--- config.mk ---
export PLATFORM = sky130hd
export DESIGN_NAME = audio_path_config_decode
export DESIGN_NICKNAME = d
export VERILOG_FILES = /design/src/core/config_word_reg.v /design/src/core/audio_path_config_decode.v
export VERILOG_INCLUDE_DIRS = /design/src /design/src/core
export SDC_FILE = /design/constraint.sdc
export NUM_CORES = 1
export LEC_CHECK = 0
export BUFFER_PORTS_ARGS = -buffer_cell sky130_fd_sc_hd__clkbuf_2
export CORE_ASPECT_RATIO = 2
export CORE_UTILIZATION = 33
export DETAILED_ROUTE_END_ITERATION = 16
export PLACE_DENSITY = 0.65
export SLEW_MARGIN = 20
export SYNTH_ARGS = -nofsm -noshare
export SYNTH_HDL_FRONTEND = slang
export SYNTH_HIERARCHICAL = 1
export SYNTH_SLANG_ARGS = --single-unit
--- constraint.sdc ---
create_clock -name clock_i -period 1.6 [get_ports clock_i]
set_input_delay 0.24 -clock clock_i [delete_from_list [all_inputs] [get_ports clock_i]]
set_output_delay 0.24 -clock clock_i [all_outputs]
set_load 0.03 [all_outputs]
--- src/core/audio_path_defs.vh ---
// Behaviour
// - Word1 D10:D9 selects first mixer input
// - Word1 D8:D7 set first summer mode
// - Word1 D4 selects filter input source
// - Word1 D1 powers filter down when one
// - Word1 D3:D2 pick sample rate, filter
// - Word1 D6:D5 set second summer mode
// - Record input always from second summer
// - Word1 D0 powers mic gain amp down
// - Word0 D9 selects input source
// - Word1 D15:D14 select volume input
// - Word0 D0 powers attenuator down
// - Word1 D13:D11 give attenuation code
// - Word0 D4:D3 select output path
// - Word0 D2:D1 set speaker, aux mode
// - Word0 before word1; apply on SCL rise
// - Word0 D8:D6 analog out select, D5 power
`ifndef AUDIO_PATH_DEFS_VH
`define AUDIO_PATH_DEFS_VH
`define CFG_WIDTH          16
`define CFG_WORD0_RESET    16'h0000
`define CFG_WORD1_RESET    16'h0000
// Word0 fields
`define W0_ATTN_PD         0
`define W0_SPK_MODE_LO     1
`define W0_SPK_MODE_HI     2
`define W0_OUT_SEL_LO      3
`define W0_OUT_SEL_HI      4
`define W0_AOUT_PD         5
`define W0_AOUT_SEL_LO     6
`define W0_AOUT_SEL_HI     8
`define W0_IN_SRC_SEL      9
// Word1 fields
`define W1_MIC_PD          0
`define W1_FILT_PD         1
`define W1_RATE_LO         2
`define W1_RATE_HI         3
`define W1_FILT_SEL        4
`define W1_SECOND_SUMMING_AMP_LO         5
`define W1_SECOND_SUMMING_AMP_HI         6
`define W1_FIRST_SUMMING_AMP_LO         7
`define W1_FIRST_SUMMING_AMP_HI         8
`define W1_MIX1_LO         9
`define W1_MIX1_HI         10
`define W1_ATTN_LO         11
`define W1_ATTN_HI         13
`define W1_VOL_LO          14
`define W1_VOL_HI          15
// Record input source code: second summer
`define REC_SRC_SECOND_SUMMING_AMP       1'b1
`endif

--- src/core/config_word_reg.v ---
`timescale 1ns/1ns
`default_nettype none
// One configuration word, updated only on its load strobe
module config_word_reg
#(
    parameter WIDTH             = 16,
    parameter [WIDTH-1:0] RESET = {WIDTH{1'b0}}
)
(
    input  wire             clock_i,    // System clock
    input  wire             reset_n_i,  // Synchronous reset, active low
    input  wire             load_i,     // One-cycle load strobe
    input  wire [WIDTH-1:0] data_i,     // New word
    output reg  [WIDTH-1:0] word_o      // Held word
);
    // Word holds between loads so decoded controls stay stable
    always @(posedge clock_i)
    begin
        if (!reset_n_i)
            word_o <= RESET;
        else if (load_i)
            word_o <= data_i;
    end
endmodule
`default_nettype wire

--- src/core/audio_path_config_decode.v ---
`timescale 1ns/1ns
`default_nettype none
`include "audio_path_defs.vh"
// Holds the two audio path words and decodes them into path controls.
// Loads arrive as byte-assembled words from the serial port logic with a
// strobe that stages them until the next SCL rising edge, where they take effect.
module audio_path_config_decode
#(
    parameter W = `CFG_WIDTH
)
(
    input  wire         clock_i,                 // 50 MHz clock
    input  wire         reset_n_i,               // Sync reset, active low
    input  wire         scl_i,                   // Serial clock pin
    input  wire         load_word0_i,            // Word0 pending
    input  wire         load_word1_i,            // Word1 pending
    input  wire [W-1:0] load_data0_i,            // Word0 data
    input  wire [W-1:0] load_data1_i,            // Word1 data
    output wire [W-1:0] audio_path_config_word0_o, // Read back word0
    output wire [W-1:0] audio_path_config_word1_o, // Read back word1
    output reg  [1:0]   first_mixer_input_sel_o, // First mixer mux
    output reg  [1:0]   first_summer_mode_o,     // First summer mode
    output reg          filter_input_sel_o,      // 0 summer, 1 array
    output reg          filter_power_down_o,     // Filter off when high
    output reg  [1:0]   sample_rate_sel_o,       // 00 8.0,01 6.4,10 5.3
    output reg  [1:0]   second_summer_mode_o,    // Second summer mode
    output reg          record_src_sel_o,        // Always second summer
    output reg          mic_gain_amp_power_down_o, // Mic amp off
    output reg          input_source_sel_o,      // 0 mic gain amp
    output reg  [1:0]   volume_input_sel_o,      // Volume mux
    output reg          attenuator_power_down_o, // Attenuator off
    output reg  [2:0]   attenuation_level_o,     // Attenuation code
    output reg  [1:0]   output_path_sel_o,       // 00 attenuator
    output reg  [1:0]   speaker_drive_mode_o,    // Speaker / aux mode
    output reg  [2:0]   analog_out_sel_o,        // 000 feed-through
    output reg          analog_out_power_down_o  // Analog out amp off
);
    reg       scl_meta_q;   // First synchroniser stage
    reg       scl_sync_q;   // Second synchroniser stage
    reg       scl_prev_q;   // Previous synced level
    reg       pend0_q;      // Word0 waiting for SCL edge
    reg       pend1_q;      // Word1 waiting for SCL edge
    reg [W-1:0] stage0_q;   // Staged word0
    reg [W-1:0] stage1_q;   // Staged word1
    wire      scl_rise;     // One-cycle SCL rising edge
    wire [W-1:0] w0;        // Live word0
    wire [W-1:0] w1;        // Live word1

    // SCL comes from a pin, so two flops before edge detection
    always @(posedge clock_i)
    begin
        if (!reset_n_i)
        begin
            scl_meta_q <= 1'b0;
            scl_sync_q <= 1'b0;
            scl_prev_q <= 1'b0;
        end
        else
        begin
            scl_meta_q <= scl_i;
            scl_sync_q <= scl_meta_q;
            scl_prev_q <= scl_sync_q;
        end
    end

    assign scl_rise = scl_sync_q & ~scl_prev_q;

    // Stage each word; a new strobe overwrites an unapplied one
    always @(posedge clock_i)
    begin
        if (!reset_n_i)
        begin
            pend0_q  <= 1'b0;
            pend1_q  <= 1'b0;
            stage0_q <= `CFG_WORD0_RESET;
            stage1_q <= `CFG_WORD1_RESET;
        end
        else
        begin
            // Word0 staged: host must follow with word1
            if (load_word0_i)
            begin
                stage0_q <= load_data0_i;
                pend0_q  <= 1'b1;
            end
            else if (scl_rise)
                pend0_q <= 1'b0;
            if (load_word1_i)
            begin
                stage1_q <= load_data1_i;
                pend1_q  <= 1'b1;
            end
            else if (scl_rise)
                pend1_q <= 1'b0;
        end
    end

    // Both staged words commit together on the SCL rising edge; a lone
    // word1 commits alone, which is legal while word0 is unchanged
    config_word_reg #(.WIDTH(W), .RESET(`CFG_WORD0_RESET)) u_word0
    (
        .clock_i   (clock_i),
        .reset_n_i (reset_n_i),
        .load_i    (pend0_q & scl_rise),
        .data_i    (stage0_q),
        .word_o    (w0)
    );

    config_word_reg #(.WIDTH(W), .RESET(`CFG_WORD1_RESET)) u_word1
    (
        .clock_i   (clock_i),
        .reset_n_i (reset_n_i),
        .load_i    (pend1_q & scl_rise),
        .data_i    (stage1_q),
        .word_o    (w1)
    );

    assign audio_path_config_word0_o = w0;
    assign audio_path_config_word1_o = w1;

    // Decode registered so control outputs come from flops
    always @(posedge clock_i)
    begin
        if (!reset_n_i)
        begin
            first_mixer_input_sel_o   <= 2'h0;
            first_summer_mode_o       <= 2'h0;
            filter_input_sel_o        <= 1'b0;
            filter_power_down_o       <= 1'b0;
            sample_rate_sel_o         <= 2'h0;
            second_summer_mode_o      <= 2'h0;
            record_src_sel_o          <= `REC_SRC_SECOND_SUMMING_AMP;
            mic_gain_amp_power_down_o <= 1'b0;
            input_source_sel_o        <= 1'b0;
            volume_input_sel_o        <= 2'h0;
            attenuator_power_down_o   <= 1'b0;
            attenuation_level_o       <= 3'h0;
            output_path_sel_o         <= 2'h0;
            speaker_drive_mode_o      <= 2'h0;
            analog_out_sel_o          <= 3'h0;
            analog_out_power_down_o   <= 1'b0;
        end
        else
        begin
            first_mixer_input_sel_o <= w1[`W1_MIX1_HI:`W1_MIX1_LO];
            first_summer_mode_o <= w1[`W1_FIRST_SUMMING_AMP_HI:`W1_FIRST_SUMMING_AMP_LO];
            filter_input_sel_o <= w1[`W1_FILT_SEL];
            filter_power_down_o <= w1[`W1_FILT_PD];
            sample_rate_sel_o <= w1[`W1_RATE_HI:`W1_RATE_LO];
            second_summer_mode_o <= w1[`W1_SECOND_SUMMING_AMP_HI:`W1_SECOND_SUMMING_AMP_LO];
            record_src_sel_o <= `REC_SRC_SECOND_SUMMING_AMP;
            mic_gain_amp_power_down_o <= w1[`W1_MIC_PD];
            input_source_sel_o <= w0[`W0_IN_SRC_SEL];
            volume_input_sel_o <= w1[`W1_VOL_HI:`W1_VOL_LO];
            attenuator_power_down_o <= w0[`W0_ATTN_PD];
            attenuation_level_o <= w1[`W1_ATTN_HI:`W1_ATTN_LO];
            output_path_sel_o <= w0[`W0_OUT_SEL_HI:`W0_OUT_SEL_LO];
            speaker_drive_mode_o <=
                w0[`W0_SPK_MODE_HI:`W0_SPK_MODE_LO];
            analog_out_sel_o <= w0[`W0_AOUT_SEL_HI:`W0_AOUT_SEL_LO];
            analog_out_power_down_o <= w0[`W0_AOUT_PD];
        end
    end
endmodule
`default_nettype wire

==> results.txt <==
Die area: 10,600 µm²
CTS Buf Count: 9
Largest family of logic cells by synthesized area: multiplexers
Least-Margin Pin Slew: 0.622 ns
Share of cells above drive strength 1: 29.9%
Cell Area, Synth: 3350 µm²
Worst Setup End Kind: register
Hold WS: 0.138 ns
EDFF count, synth: 0
TritonCTS clock tree: yes
Skew final: 0.00621 ns
ANT cells: 0
Register-to-Register Path Depth: 5
Mux share of post-synthesis cell area: 19.1%
Hold Path Class: in -> reg
Max-slew violation count: 0
Critical Path RT: 1.82 ns
R2R Path End: u_word0/word_o[2]
Area fraction in compound gates after synthesis: 0.299%
Finish-stage setup viols: 0
Clk sinks: 95
DIE WIDTH: 73.2 µm
Antenna Nets Post-Route: 0
Crit path arrival time: 1.55 ns
Total wire length: 6120 µm
Initial core utilization: 34.3%
Leakage power: 1.79 nW
CP dominant cell by count: nor2b_1
Synth Flop Type: dfxtp_1
Hold path cells: 2
Post-CTS Hold Buffers: 0
Vias: 2,088
Gr usage total: 12.4%
Post-synthesis adder-cell area fraction: 0%
Min-Delay Endpoint: scl_meta_q
Max Fclk: 753 MHz
Cell variety after synth: 13
Area leader, netlist: dfxtp_1
Post-synth ARST share: 0%
WS Path Type: reg -> reg
Post-CTS Setup Bufs: 0
Die H: 144 µm
H-tree levels: 3
Max VDD drop: 0.000642 V
Synthesized instance count: 280
Final net count: 408
Critical path peak fanout: 16
Vias in the first global route: 2,021
Placement Rows: 51
R2r setup slk: 0.27 ns
Top post-synthesis cells by area: dfxtp_1 57%, mux2i_1 19%, nor2b_1 12%, and2_1 5.8%, buf_12 2.4%
Iter 0 DRT Violations: 60
Worst path bufs/invs: 1
Fillers: 940
Crit-path cells: nor2b_1 -> and2_1 -> buf_12 -> mux2i_1 -> nor2b_1
Routed WL per cell: 12.1 µm
Xor and xnor fraction of the mapped netlist area: 0%
Syn_area_per_cell: 11.9 µm²
Largest net degree at the start of global routing: 98
Ys Warns: 6
Reg clk slew, reported paths: 0.06 ns
Slew Limit Headroom: 58.5%
RSZ-0062 raised after global routing: no
Worst-Skew Late Latency: 0.34 ns
Synth top area share: 56.8%
Max Cap Violations: 0
TNS Setup: 0 ns
Post-synthesis simple-gate area fraction: 18.4%
Crit path time final: 1.33 ns
CP Launch Type: register
Synth top cells by count: 95 x dfxtp_1, 65 x nor2b_1, 64 x mux2i_1
DR pass1 iterations: 3
Port bufs: 94
Number of remaining DRC errors: 0
Worst-path cell with the longest stage delay: dfxtp_1
Global placement routability congestion: 0.665
CTS resizes: 0
PwrDens: 1150 nW/µm²
Synth Register Bits: 95
Core area: 9760 µm²
Grt total ovfl: 0
Reg2reg start: scl_sync_q
Clock Path Buffers: 2
First-pass GRT wire length: 9750 µm
Clock root cell: clkbuf_16
I/O pin count: 96
Status: finished clean
Dpl hpwl: 4280 µm
Design Area, Final: 4160 µm²
Min-delay src: scl_i
Sequential element share of the synthesized area: 56.8%
Post-route clock period utilization: 83.0%
Syn Nets: 317
Top delay family on crit path: simple AND/OR/NAND/NOR gates
Placed cell area: 3870 µm²
Area growth from synthesis to layout: 24.5%
Initial antenna violation count: 0
CP peak stage delay: 0.32 ns
Count leader, synth: dfxtp_1
Vias per inst: 4.12
Final Hold Vio Count: 0
## registers in the layout, summed over array words and instances, names as in the netlist, 2 cells and up
register,flops
output_path_sel_o,2
first_mixer_input_sel_o,2
u_word1/word_o,16
sample_rate_sel_o,2
analog_out_sel_o,3
stage0_q,16
u_word0/word_o,16
attenuation_level_o,3
volume_input_sel_o,2
speaker_drive_mode_o,2
second_summer_mode_o,2
stage1_q,16
first_summer_mode_o,2
## per-layer routing
layer / up-vias / global-route usage (%) / share of wire, %
met5: - / 0 / 0
met4: 0 / 6.81 / 2.1
met3: 9 / 3.97 / 5.4
met2: 54 / 21.4 / 53
met1: 944 / 13.1 / 40
li1: 1081 / - / -
## area by class of cell
class / count / area, µm² / share of cell area (%)
Clock inverter: 5 / 60.1 / 1.44
Timing Repair Buffer: 98 / 538 / 12.9
Tap cell: 132 / 165 / 3.97
Multi-Input combinational cell: 167 / 1270 / 30.5
Sequential cell: 95 / 1900 / 45.7
Clock buffer: 10 / 229 / 5.50
## cells by family after synthesis
family | after synthesis
buffers and inverters | 18
multiplexers | 64
AND/OR/NAND/NOR | 100
AO/OA/AOI/OAI | 2
other | 1
flip-flops | 95
## metrics by stage
step | total power [mW] | setup slack, ns | utilization, % | cells
floorplan | 2.72 | 0.375 | - | 280
global placement | 2.79 | 0.359 | 39.7 | 492
detailed placement | 2.79 | 0.295 | 39.7 | 492
CTS | 4.87 | 0.284 | 42.7 | 507
global route | 5.01 | 0.135 | 42.7 | 507
finish | 4.79 | 0.272 | 42.7 | 507
## power by group
part | internal, mW | switching (mW)
combinational | 0.139 | 0.133
clock | 1.20 | 0.851
sequential | 2.43 | 0.0322
## cell usage in the layout (no fill, tap or decap), drive strengths merged
cell type  Yosys  final
clkinvlp       0      4
o21ai          2      2
and2          31     31
nor2b         65     65
conb           1      1
dfxtp         95     95
bufinv         0      1
buf           12      4
nand2          4      4
clkbuf         6    104
mux2i         64     64
## worst max path at each step
stage / start / to / slack, ns / depth (start not counted)
floorplan: scl_sync_q / u_word0/word_o[4] / 0.37 / 6
global placement: scl_sync_q / u_word0/word_o[13] / 0.36 / 5
detailed placement: scl_sync_q / u_word1/word_o[15] / 0.29 / 5
CTS: scl_sync_q / u_word0/word_o[15] / 0.28 / 5
global route: scl_sync_q / u_word0/word_o[2] / 0.14 / 5
finish: scl_sync_q / u_word0/word_o[2] / 0.27 / 5
## worst register-to-register path, cell delays in order (launching register included)
cell,delay (ns)
dfxtp_1,0.32
nor2b_1,0.22
and2_1,0.20
buf_12,0.18
mux2i_1,0.23
nor2b_1,0.06
(Power assumes the default switching activity.)
